--- src/hdl/mbf_pkg.sv ---
package mbf_pkg;

  // Function codes
  localparam logic [7:0] FN_RD_HR     = 8'h03;
  localparam logic [7:0] FN_WR_REG    = 8'h06;
  localparam logic [7:0] FN_WR_COILS  = 8'h0f;
  localparam logic [7:0] FN_WR_REGS   = 8'h10;
  localparam logic [7:0] EXC_FLAG     = 8'h80;

  // Exception codes
  localparam logic [7:0] EX_NONE      = 8'h00;
  localparam logic [7:0] EX_FUNC      = 8'h01;
  localparam logic [7:0] EX_ADDR      = 8'h02;
  localparam logic [7:0] EX_VALUE     = 8'h03;

  // Addressing and limits
  localparam logic [7:0]  BCAST_ADDR  = 8'h00;
  localparam logic [16:0] HR_COUNT    = 17'h02710;
  localparam logic [15:0] MAX_REGS    = 16'h000a;
  localparam logic [16:0] COIL_COUNT  = 17'h00020;
  localparam logic [16:0] PNU_SCALE   = 17'h0000a;
  localparam logic [5:0]  BUF_DEPTH   = 6'h20;

  // Frame layout
  localparam logic [5:0]  MIN_FRAME   = 6'h04;
  localparam logic [8:0]  FIX_LEN     = 9'h008;
  localparam logic [8:0]  VAR_LEN     = 9'h009;
  localparam logic [5:0]  ECHO_LEN    = 6'h06;
  localparam logic [5:0]  EXC_LEN     = 6'h03;
  localparam logic [5:0]  RD_HDR      = 6'h03;
  localparam logic [4:0]  DATA_POS    = 5'h07;
  localparam logic [4:0]  RD_POS      = 5'h03;

  // CRC
  localparam logic [15:0] CRC_INIT    = 16'hffff;
  localparam logic [15:0] CRC_POLY    = 16'ha001;

  // Command word fields
  localparam logic [15:0] CW_RESET_VAL = 16'h0000;
  localparam int CW_DCB    = 2;
  localparam int CW_COAST  = 3;
  localparam int CW_QSTOP  = 4;
  localparam int CW_HOLD   = 5;
  localparam int CW_START  = 6;
  localparam int CW_RESET  = 7;
  localparam int CW_JOG    = 8;
  localparam int CW_RAMP2  = 9;
  localparam int CW_VALID  = 10;
  localparam int CW_RELAY1 = 11;
  localparam int CW_RELAY2 = 12;
  localparam int CW_SETUP  = 13;
  localparam int CW_REV    = 15;

  typedef enum logic [2:0] {
    ST_IDLE  = 3'h0,
    ST_CHECK = 3'h1,
    ST_EXEC  = 3'h2,
    ST_RDWT  = 3'h3,
    ST_PREP  = 3'h4,
    ST_SEND  = 3'h5
  } mbf_state_e;

endpackage

--- src/hdl/mbf_crc16.sv ---
module mbf_crc16
  import mbf_pkg::*;
(
  // Clock and reset
  input  wire logic        sys_clk_i,
  input  wire logic        rst_n_i,
  // Byte stream
  input  wire logic        clear_i,
  input  wire logic        valid_i,
  input  wire logic [7:0]  data_i,
  // Result
  output logic      [15:0] crc_o
);

  logic [15:0] next_crc;

  // Bitwise update, lsb first
  always_comb begin
    next_crc = crc_o ^ {8'h00, data_i};
    for (int i = 0; i < 8; i++) begin
      next_crc = next_crc[0] ? ((next_crc >> 1) ^ CRC_POLY) : (next_crc >> 1);
    end
  end

  always_ff @(posedge sys_clk_i) begin
    if (!rst_n_i || clear_i) begin
      crc_o <= CRC_INIT;
    end else if (valid_i) begin
      crc_o <= next_crc;
    end
  end

endmodule

--- src/hdl/mbf_follower.sv ---
module mbf_follower
  import mbf_pkg::*;
(
  // Clock and reset
  input  wire logic        sys_clk_i,
  input  wire logic        rst_n_i,
  // Own station address
  input  wire logic [7:0]  node_addr_i,
  // Received bytes
  input  wire logic [7:0]  rx_data_i,
  input  wire logic        rx_valid_i,
  input  wire logic        rx_end_i,
  // Transmitted bytes
  output logic      [7:0]  tx_data_o,
  output logic             tx_valid_o,
  input  wire logic        tx_ready_i,
  // Holding register store
  output logic      [15:0] hr_addr_o,
  output logic      [15:0] hr_param_o,
  output logic      [3:0]  hr_word_o,
  output logic      [15:0] hr_wdata_o,
  output logic             hr_we_o,
  output logic             hr_re_o,
  input  wire logic [15:0] hr_rdata_i,
  // Coil image and applied command
  output logic      [31:0] coils_o,
  output logic      [1:0]  preset_sel_o,
  output logic             ramp_not_dcbrake_o,
  output logic             no_coast_o,
  output logic             no_quick_stop_o,
  output logic             use_ramp_o,
  output logic             start_o,
  output logic             fault_reset_o,
  output logic             jog_o,
  output logic             ramp2_o,
  output logic             relay1_o,
  output logic             relay2_o,
  output logic             setup_sel_o,
  output logic             reverse_o
);
  mbf_state_e  state;
  logic [7:0]  rx_buf [0:31];
  logic [7:0]  tx_buf [0:31];
  logic [5:0]  rx_cnt;
  logic        rx_ovf;
  logic [5:0]  idx;
  logic [5:0]  tx_len;
  logic [5:0]  tx_pos;
  logic [7:0]  tx_byte;
  logic        apply_q;
  logic        bcast_q;
  logic        reset_pulse;
  logic [15:0] drive_command_word;
  logic [15:0] rx_crc;
  logic [15:0] tx_crc;
  function automatic logic [4:0] word_pos(input logic [5:0] i, input logic [4:0] base);
    return base + {i[3:0], 1'b0};
  endfunction
  ////////////////////////////////////////////////////////////////////////////
  // Query decode
  wire logic [7:0]  f_func     = rx_buf[1];
  wire logic [15:0] f_start    = {rx_buf[2], rx_buf[3]};
  wire logic [15:0] f_qty      = {rx_buf[4], rx_buf[5]};
  wire logic [7:0]  f_bc       = rx_buf[6];
  wire logic        is_rd      = f_func == FN_RD_HR;
  wire logic        is_w1      = f_func == FN_WR_REG;
  wire logic        is_wr      = f_func == FN_WR_REGS;
  wire logic        is_wc      = f_func == FN_WR_COILS;
  wire logic        known      = is_rd | is_w1 | is_wr | is_wc;
  wire logic        bcast      = rx_buf[0] == BCAST_ADDR;
  wire logic        addr_hit   = (rx_buf[0] == node_addr_i) | bcast;
  wire logic        crc_ok     = rx_crc == 16'h0000;
  wire logic [16:0] span       = {1'b0, f_start} + {1'b0, f_qty};
  wire logic [15:0] coil_bytes = 16'((f_qty + 16'h0007) >> 3);
  wire logic [8:0]  exp_len    = (is_wc | is_wr) ? VAR_LEN + {1'b0, f_bc} : FIX_LEN;
  wire logic        len_ok     = !known || ({3'b000, rx_cnt} == exp_len);
  wire logic        qty_ok     = (f_qty != 16'h0000) && (f_qty <= MAX_REGS);

  wire logic [7:0] chk_exc =
    !known ? EX_FUNC :
    is_rd  ? (!qty_ok ? EX_VALUE : (span > HR_COUNT) ? EX_ADDR : EX_NONE) :
    is_w1  ? (({1'b0, f_start} >= HR_COUNT) ? EX_ADDR : EX_NONE) :
    is_wr  ? ((!qty_ok || f_bc != {f_qty[6:0], 1'b0}) ? EX_VALUE :
              (span > HR_COUNT) ? EX_ADDR : EX_NONE) :
    ((f_qty == 16'h0000 || {1'b0, f_qty} > COIL_COUNT || f_bc != coil_bytes[7:0])
      ? EX_VALUE : (span > COIL_COUNT) ? EX_ADDR : EX_NONE);
  // Broadcast only for executable writes; no reply path for it
  wire logic accept = crc_ok && addr_hit && len_ok && !rx_ovf && (rx_cnt >= MIN_FRAME)
                      && !(bcast && (is_rd || chk_exc != EX_NONE));

  ////////////////////////////////////////////////////////////////////////////
  // Execution datapath
  wire logic [15:0] cur_addr  = f_start + {10'h000, idx};
  wire logic        idx_last  = is_w1 || ({10'h000, idx} + 16'h0001 == f_qty);
  wire logic [7:0]  coil_src  = rx_buf[5'(DATA_POS + {2'b00, idx[5:3]})];
  wire logic        in_exec   = state == ST_EXEC;
  wire logic        send_go   = (state == ST_SEND) && tx_ready_i;
  assign hr_addr_o  = cur_addr;
  assign hr_we_o    = in_exec && (is_w1 || is_wr);
  assign hr_re_o    = in_exec && is_rd;
  assign hr_wdata_o = is_w1 ? {rx_buf[4], rx_buf[5]} :
                      {rx_buf[word_pos(idx, DATA_POS)],
                       rx_buf[word_pos(idx, DATA_POS + 5'h01)]};
  assign hr_param_o = 16'(({1'b0, cur_addr} + 17'h00001) / PNU_SCALE);
  assign hr_word_o  = 4'(({1'b0, cur_addr} + 17'h00001) % PNU_SCALE);

  assign tx_data_o  = tx_byte;
  assign tx_valid_o = state == ST_SEND;
  mbf_crc16 u_rx_crc (
    .sys_clk_i (sys_clk_i),
    .rst_n_i   (rst_n_i),
    .clear_i   (state == ST_CHECK),
    .valid_i   ((state == ST_IDLE) && rx_valid_i),
    .data_i    (rx_data_i),
    .crc_o     (rx_crc)
  );
  mbf_crc16 u_tx_crc (
    .sys_clk_i (sys_clk_i),
    .rst_n_i   (rst_n_i),
    .clear_i   (state == ST_CHECK),
    .valid_i   (send_go && (tx_pos < tx_len)),
    .data_i    (tx_byte),
    .crc_o     (tx_crc)
  );

  ////////////////////////////////////////////////////////////////////////////
  // Frame sequencer
  always_ff @(posedge sys_clk_i) begin
    if (!rst_n_i) begin
      state   <= ST_IDLE;
      rx_cnt  <= 6'h00;
      rx_ovf  <= 1'b0;
      idx     <= 6'h00;
      tx_len  <= 6'h00;
      tx_pos  <= 6'h00;
      tx_byte <= 8'h00;
      apply_q <= 1'b0;
      bcast_q <= 1'b0;
      coils_o <= 32'h0000_0000;
    end else begin
      apply_q <= 1'b0;
      unique case (state)
        ST_IDLE: begin
          if (rx_valid_i) begin
            if (rx_cnt < BUF_DEPTH) begin
              rx_buf[rx_cnt[4:0]] <= rx_data_i;
              rx_cnt <= rx_cnt + 6'h01;
            end else begin
              rx_ovf <= 1'b1;
            end
          end
          if (rx_end_i) begin
            state <= ST_CHECK;
          end
        end
        ST_CHECK: begin
          rx_cnt  <= 6'h00;
          rx_ovf  <= 1'b0;
          idx     <= 6'h00;
          tx_pos  <= 6'h00;
          bcast_q <= bcast;
          if (!accept) begin
            state <= ST_IDLE;
          end else if (chk_exc != EX_NONE) begin
            tx_buf[0] <= rx_buf[0];
            tx_buf[1] <= f_func | EXC_FLAG;
            tx_buf[2] <= chk_exc;
            tx_len    <= EXC_LEN;
            state     <= ST_PREP;
          end else begin
            for (int i = 0; i < 6; i++) begin
              tx_buf[i] <= rx_buf[i];
            end
            if (is_rd) begin
              tx_buf[2] <= {f_qty[6:0], 1'b0};
              tx_len    <= RD_HDR + {f_qty[4:0], 1'b0};
            end else begin
              tx_len    <= ECHO_LEN;
            end
            state <= ST_EXEC;
          end
        end
        ST_EXEC: begin
          if (is_rd) begin
            state <= ST_RDWT;
          end else begin
            if (is_wc) begin
              coils_o[cur_addr[4:0]] <= coil_src[idx[2:0]];
            end
            idx <= idx + 6'h01;
            if (idx_last) begin
              apply_q <= is_wc;
              state   <= bcast_q ? ST_IDLE : ST_PREP;
            end
          end
        end
        ST_RDWT: begin
          tx_buf[word_pos(idx, RD_POS)]         <= hr_rdata_i[15:8];
          tx_buf[word_pos(idx, RD_POS + 5'h01)] <= hr_rdata_i[7:0];
          idx   <= idx + 6'h01;
          state <= idx_last ? ST_PREP : ST_EXEC;
        end
        ST_PREP: begin
          tx_byte <= (tx_pos < tx_len) ? tx_buf[tx_pos[4:0]] :
                     (tx_pos == tx_len) ? tx_crc[7:0] : tx_crc[15:8];
          state   <= ST_SEND;
        end
        ST_SEND: begin
          if (tx_ready_i) begin
            tx_pos <= tx_pos + 6'h01;
            state  <= (tx_pos == 6'(tx_len + 6'h01)) ? ST_IDLE : ST_PREP;
          end
        end
        default: begin
          state <= ST_IDLE;
        end
      endcase
    end
  end
  ////////////////////////////////////////////////////////////////////////////
  // Command word
  always_ff @(posedge sys_clk_i) begin
    if (!rst_n_i) begin
      drive_command_word <= CW_RESET_VAL;
      reset_pulse        <= 1'b0;
    end else begin
      reset_pulse <= apply_q && coils_o[CW_VALID] && coils_o[CW_RESET]
                     && !drive_command_word[CW_RESET];
      if (apply_q && coils_o[CW_VALID]) begin
        drive_command_word <= coils_o[15:0];
      end
    end
  end

  assign preset_sel_o       = drive_command_word[1:0];
  assign ramp_not_dcbrake_o = drive_command_word[CW_DCB];
  assign no_coast_o         = drive_command_word[CW_COAST];
  assign no_quick_stop_o    = drive_command_word[CW_QSTOP];
  assign use_ramp_o         = drive_command_word[CW_HOLD];
  assign start_o            = drive_command_word[CW_START];
  assign fault_reset_o      = reset_pulse;
  assign jog_o              = drive_command_word[CW_JOG];
  assign ramp2_o            = drive_command_word[CW_RAMP2];
  assign relay1_o           = drive_command_word[CW_RELAY1];
  assign relay2_o           = drive_command_word[CW_RELAY2];
  assign setup_sel_o        = drive_command_word[CW_SETUP];
  assign reverse_o          = drive_command_word[CW_REV];

  ////////////////////////////////////////////////////////////////////////////
  // Checks
  a_reset_on_edge: assert property (@(posedge sys_clk_i) disable iff (!rst_n_i)
    fault_reset_o |-> drive_command_word[CW_RESET] && !$past(drive_command_word[CW_RESET]))
    else $error("reset pulse without rising command bit");
  a_cw_valid_only: assert property (@(posedge sys_clk_i) disable iff (!rst_n_i)
    $changed(drive_command_word) |-> drive_command_word[CW_VALID] && $past(apply_q))
    else $error("command word applied without valid bit");
  a_bcast_silent: assert property (@(posedge sys_clk_i) disable iff (!rst_n_i)
    tx_valid_o |-> !bcast_q)
    else $error("reply sent to broadcast");
  a_write_in_range: assert property (@(posedge sys_clk_i) disable iff (!rst_n_i)
    (hr_we_o || hr_re_o) |-> ({1'b0, hr_addr_o} < HR_COUNT))
    else $error("register access beyond range");
  a_echo_after_wr: assert property (@(posedge sys_clk_i) disable iff (!rst_n_i)
    $rose(tx_valid_o) && (tx_pos == 6'h00) && is_w1 && tx_len == ECHO_LEN |-> $past(hr_we_o, 2))
    else $error("echo before register write");
  a_read_count: assert property (@(posedge sys_clk_i) disable iff (!rst_n_i)
    (state == ST_PREP) && is_rd && tx_len != EXC_LEN
      |-> tx_buf[2] == {f_qty[6:0], 1'b0} && tx_len == RD_HDR + {f_qty[4:0], 1'b0})
    else $error("read byte count wrong");
  a_crc_drop: assert property (@(posedge sys_clk_i) disable iff (!rst_n_i)
    (state == ST_CHECK) && !crc_ok |=> (state == ST_IDLE) ##1 !tx_valid_o)
    else $error("bad crc frame not dropped");
  a_coil_reply_len: assert property (@(posedge sys_clk_i) disable iff (!rst_n_i)
    $rose(tx_valid_o) && is_wc && tx_buf[1] == FN_WR_COILS |-> tx_len == ECHO_LEN)
    else $error("coil reply length wrong");

endmodule

--- config.mk ---
export PLATFORM = sky130hd
export DESIGN_NAME = mbf_follower
export DESIGN_NICKNAME = d
export VERILOG_FILES = /design/src/hdl/mbf_pkg.sv /design/src/hdl/mbf_crc16.sv /design/src/hdl/mbf_follower.sv
export SDC_FILE = /design/constraint.sdc
export NUM_CORES = 1
export LEC_CHECK = 0
export BUFFER_PORTS_ARGS = -buffer_cell sky130_fd_sc_hd__buf_2
export CAP_MARGIN = 40
export CORE_ASPECT_RATIO = 0.7
export CORE_UTILIZATION = 59
export CTS_CLUSTER_DIAMETER = 80
export DETAILED_ROUTE_END_ITERATION = 10
export GPL_TIMING_DRIVEN = 0
export PLACE_DENSITY = 0.75
export SETUP_SLACK_MARGIN = 0.02
export SLEW_MARGIN = 20
export SYNTH_ARGS = -nofsm -noshare
export SYNTH_HDL_FRONTEND = slang
export SYNTH_SLANG_ARGS = --single-unit
--- constraint.sdc ---
create_clock -name sys_clk_i -period 11.1 [get_ports sys_clk_i]
set_input_delay 1.11 -clock sys_clk_i [delete_from_list [all_inputs] [get_ports sys_clk_i]]
set_output_delay 1.11 -clock sys_clk_i [all_outputs]
set_load 0.01 [all_outputs]
==> flow_summary.yaml <==
floorplan:
  core_area_sq_mm: 0.0537
  die_w_um: 281
  fp-row-count: 71
  initial_utilization_pct: 59.7
  die_h_um: 197
  floorplan.die_area_sq_mm: 0.0553
  io_pins: 146
finish:
  drive_gt1_share_pct: 20.6
  nFillCells: 3760
  final_cells: 3505
  final-seq-area_sq_mm: 0.0178
  design_area_sq_mm: 0.0362
  multi_input_area_sq_mm: 0.0135
  utilization_pct: 67.4
  syn2layout_area_growth_pct: 12.9
  layout.nets: 2813
clocking:
  cts.clk_slew.worst_paths_ps: 70
  hold_buffers: 0
  cts-root-buf: "clkbuf_16"
  clock-sinks: 634
  cts_setup_buffers: 0
  cts_made_buffers: 58
  clk_path_buf_depth: 3
  clk_latency_ps: 650
  cts.htree.levels: 2
  cts_tree: "done"
  cts_resized: 0
synth:
  synth_top_area_cell: "edfxtp_1"
  yosysUniqueCellTypes: 112
  ys_top_cells_by_count: "edfxtp_1 (512), nand2_1 (224), nor2_1 (209)"
  synth.top_cells.by_area: "edfxtp_1 (48%), mux4_2 (12%), dfxtp_1 (7.6%), xnor2_1 (2.8%), nand2_1 (2.6%)"
  ys_seq_area_share_pct: 55.5
  yosysWarnings: 0
  synth_edf_count: 512
  synth_top_area_share_pct: 47.9
  async_flop_share_pct: 0
  postSynthRegisterBits: 634
  synth_flop_cell: "edfxtp_1"
  syn_inst: 2466
  synth_most_common_cell: "edfxtp_1"
  syn_avg_cell_area_sq_um: 13.0
  netlist_area_sq_mm: 0.0321
timing:
  period_needed_ps: 10540
  fin_skew_ps: 24.2
  setup_tns_ps: 0
  hold_viol: 0
  maxClockFrequency_mhz: 94.9
  max_slew_margin_pct: 37.8
  drv_slew: 0
  rsz0062_at_grt: "no"
  tightest_slew_ps: 933
  finalSetupViolCount: 0
  setup_slack_ps: 562
  timing.final.crit_share_pct: 94.9
pwr:
  power.density_mw_per_mm2: 133
  sw_frac_of_total_pct: 21.6
  p_leak_nw: 12.1
  seq_power_share_pct: 53.5
  ir_drop_uv: 178
  intPower_mw: 3.79
  p_switching_mw: 1.04
  pwr-share-comb_pct: 3.4
  clockPowerShare_pct: 43.1
grt:
  grt_max_degree: 34
  grt_use_met1_pct: 53.8
  grt_use_met2_pct: 50.4
  antenna_found_initial: 9
  globalRouteMet3Util_pct: 9.32
  grt_usage_pct: 35.5
  grt_pass1_vias: 22071
  grt_pass1_wl_mm: 143
  gr-max-usage-layer: "met1"
  overflow: 0
worst_setup_path:
  crit_arrival_ps: 9430
  worstPathMaxFanout: 10
  critPathRequiredTime_ps: 9990
  path_class: "reg -> out"
  end_kind: "output port"
  startpoint_type: "flip-flop"
job:
  cap_violations: 0
drt:
  routedWlPerCell_um: 28.1
  drc: 6
  viasPerCell: 6.77
  first_iter_violations: 3556
  vias: 23729
  drt_pre_antenna_iters: 9
  antenna_left: 0
  route.final.wire_length_mm: 98.3
placed_design:
  portBuffers: 143
  gp_congestion: 1.05
  place_area_sq_mm: 0.0339
  placed_cells: 3358
  place_worst_setup_slack_ps: 1510
  hpwl_mm: 69.4
worst_hold_path:
  hp-class: "reg -> reg"
run_status:
  status: "finished, violations left"
  failed_checks: "design-rule violations"
[layout by cell type (no fill, tap or decap), types with 11 or more instances in the layout]
master	synthesis	final
a31oi_1	20	20
dfxtp_1	122	122
nor2_1	209	209
xnor2_1	102	102
xor2_1	44	44
mux4_2	173	173
nor2b_1	13	13
ha_1	52	52
buf_4	6	22
mux2_2	54	54
and2_1	19	19
nor4_1	31	31
clkbuf_1	109	122
nand2_1	224	224
clkbuf_16	0	58
nand3_1	75	75
buf_1	20	20
o21ai_0	87	86
nand4_1	25	25
buf_2	7	156
a21oi_1	110	110
mux2i_1	65	65
and3_1	11	11
buf_6	1	22
o211ai_1	42	42
edfxtp_1	512	512
nor3_1	35	31
inv_1	53	53
nand2b_1	11	11
[logic make-up (layout without fill, tap and decap cells)]
group | count (synthesis) | in the layout | share of synthesized area (%)
adders and majority gates | 57 | 57 | 2.25
and+or+nand+nor | 722 | 722 | 10.7
xor gates and xnor gates | 146 | 146 | 3.99
muxes | 293 | 293 | 16.1
AOI/OAI and AO/OA | 413 | 413 | 8.94
other | 1 | 9 | 0.0117
buffers and inverters | 200 | 501 | 2.48
DFF | 634 | 634 | 55.5
[cell type report]
type | count | share of cell area [%]
antenna | 7 | 0.0484
buffer | 145 | 1.62
clock buffer | 73 | 4.22
clock inverter | 33 | 1.13
inverter | 55 | 0.570
multi-input combinational | 1633 | 37.3
sequential | 634 | 49.2
tap | 730 | 2.52
timing repair buffer | 195 | 3.39
[power groups by stage]
stage               sequential, mW  clock (mW)  combinational, mW
detailed placement            2.63           0              0.152
finish                        2.58        2.08              0.165
global route                  2.58        2.18              0.172
CTS                           2.58        2.09              0.153
floorplan                     2.63           0             0.0772
global placement              2.63           0              0.147
[state kept, by name, indices dropped and copies added (netlist names), named ones only]
name,count
apply_q,1
bcast_q,1
coils_o,32
drive_command_word,14
fault_reset_o,1
idx,6
rx_buf,256
rx_cnt,6
rx_ovf,1
state,3
tx_buf,256
tx_data_o,8
tx_len,6
tx_pos,6
u_rx_crc.crc_o,16
u_tx_crc.crc_o,16
[worst paths after layout]
kind,from,slack (ps),end,cells after the start
setup / recovery,rx_buf[3][0]$_DFFE_PP_,560,hr_word_o[1],27
hold / removal,drive_command_word[7]$_SDFFE_PN0P_,410,fault_reset_o$_SDFF_PN0_,1
setup reg to reg,rx_buf[5][1]$_DFFE_PP_,4290,tx_buf[2][3]$_DFFE_PP_,23
hold reg to reg,drive_command_word[7]$_SDFFE_PN0P_,410,fault_reset_o$_SDFF_PN0_,1
[critical path: stages, from the launching register on]
cell and delay, ps:
edfxtp_1 570, ha_1 310, fa_1 620, ha_1 340, o211ai_1 160, and4b_1 280
clkbuf_1 350, o21ai_1 240, nor4b_2 440, xnor2_1 240, a211oi_2 750, nand4_1 280
and2_1 240, nor3_1 550, o221ai_2 230, o31a_1 380, nor3_1 450, o2111ai_1 360
and3_1 300, a311o_1 310, o21ai_1 200, and3_1 240, inv_1 90, ha_1 200
a31oi_1 210, o221ai_2 150, xnor2_1 150, buf_2 150
[metal layers]
| metal | wire [um] | up-vias |
|---|---|---|
| met5 | 0 | - |
| met4 | 3130 | 0 |
| met3 | 13300 | 225 |
| met2 | 41800 | 1776 |
| met1 | 40100 | 11685 |
| li1 | - | 10043 |
[metrics by stage]
stage                     hold WS [ps]  total power, mW
after floorplan                    398             2.71
after global placement             404             2.78
after detailed placement           406             2.79
after CTS                          414             4.82
after global routing               419             4.93
final                              413             4.83
Power figures use the tool's default switching activity.
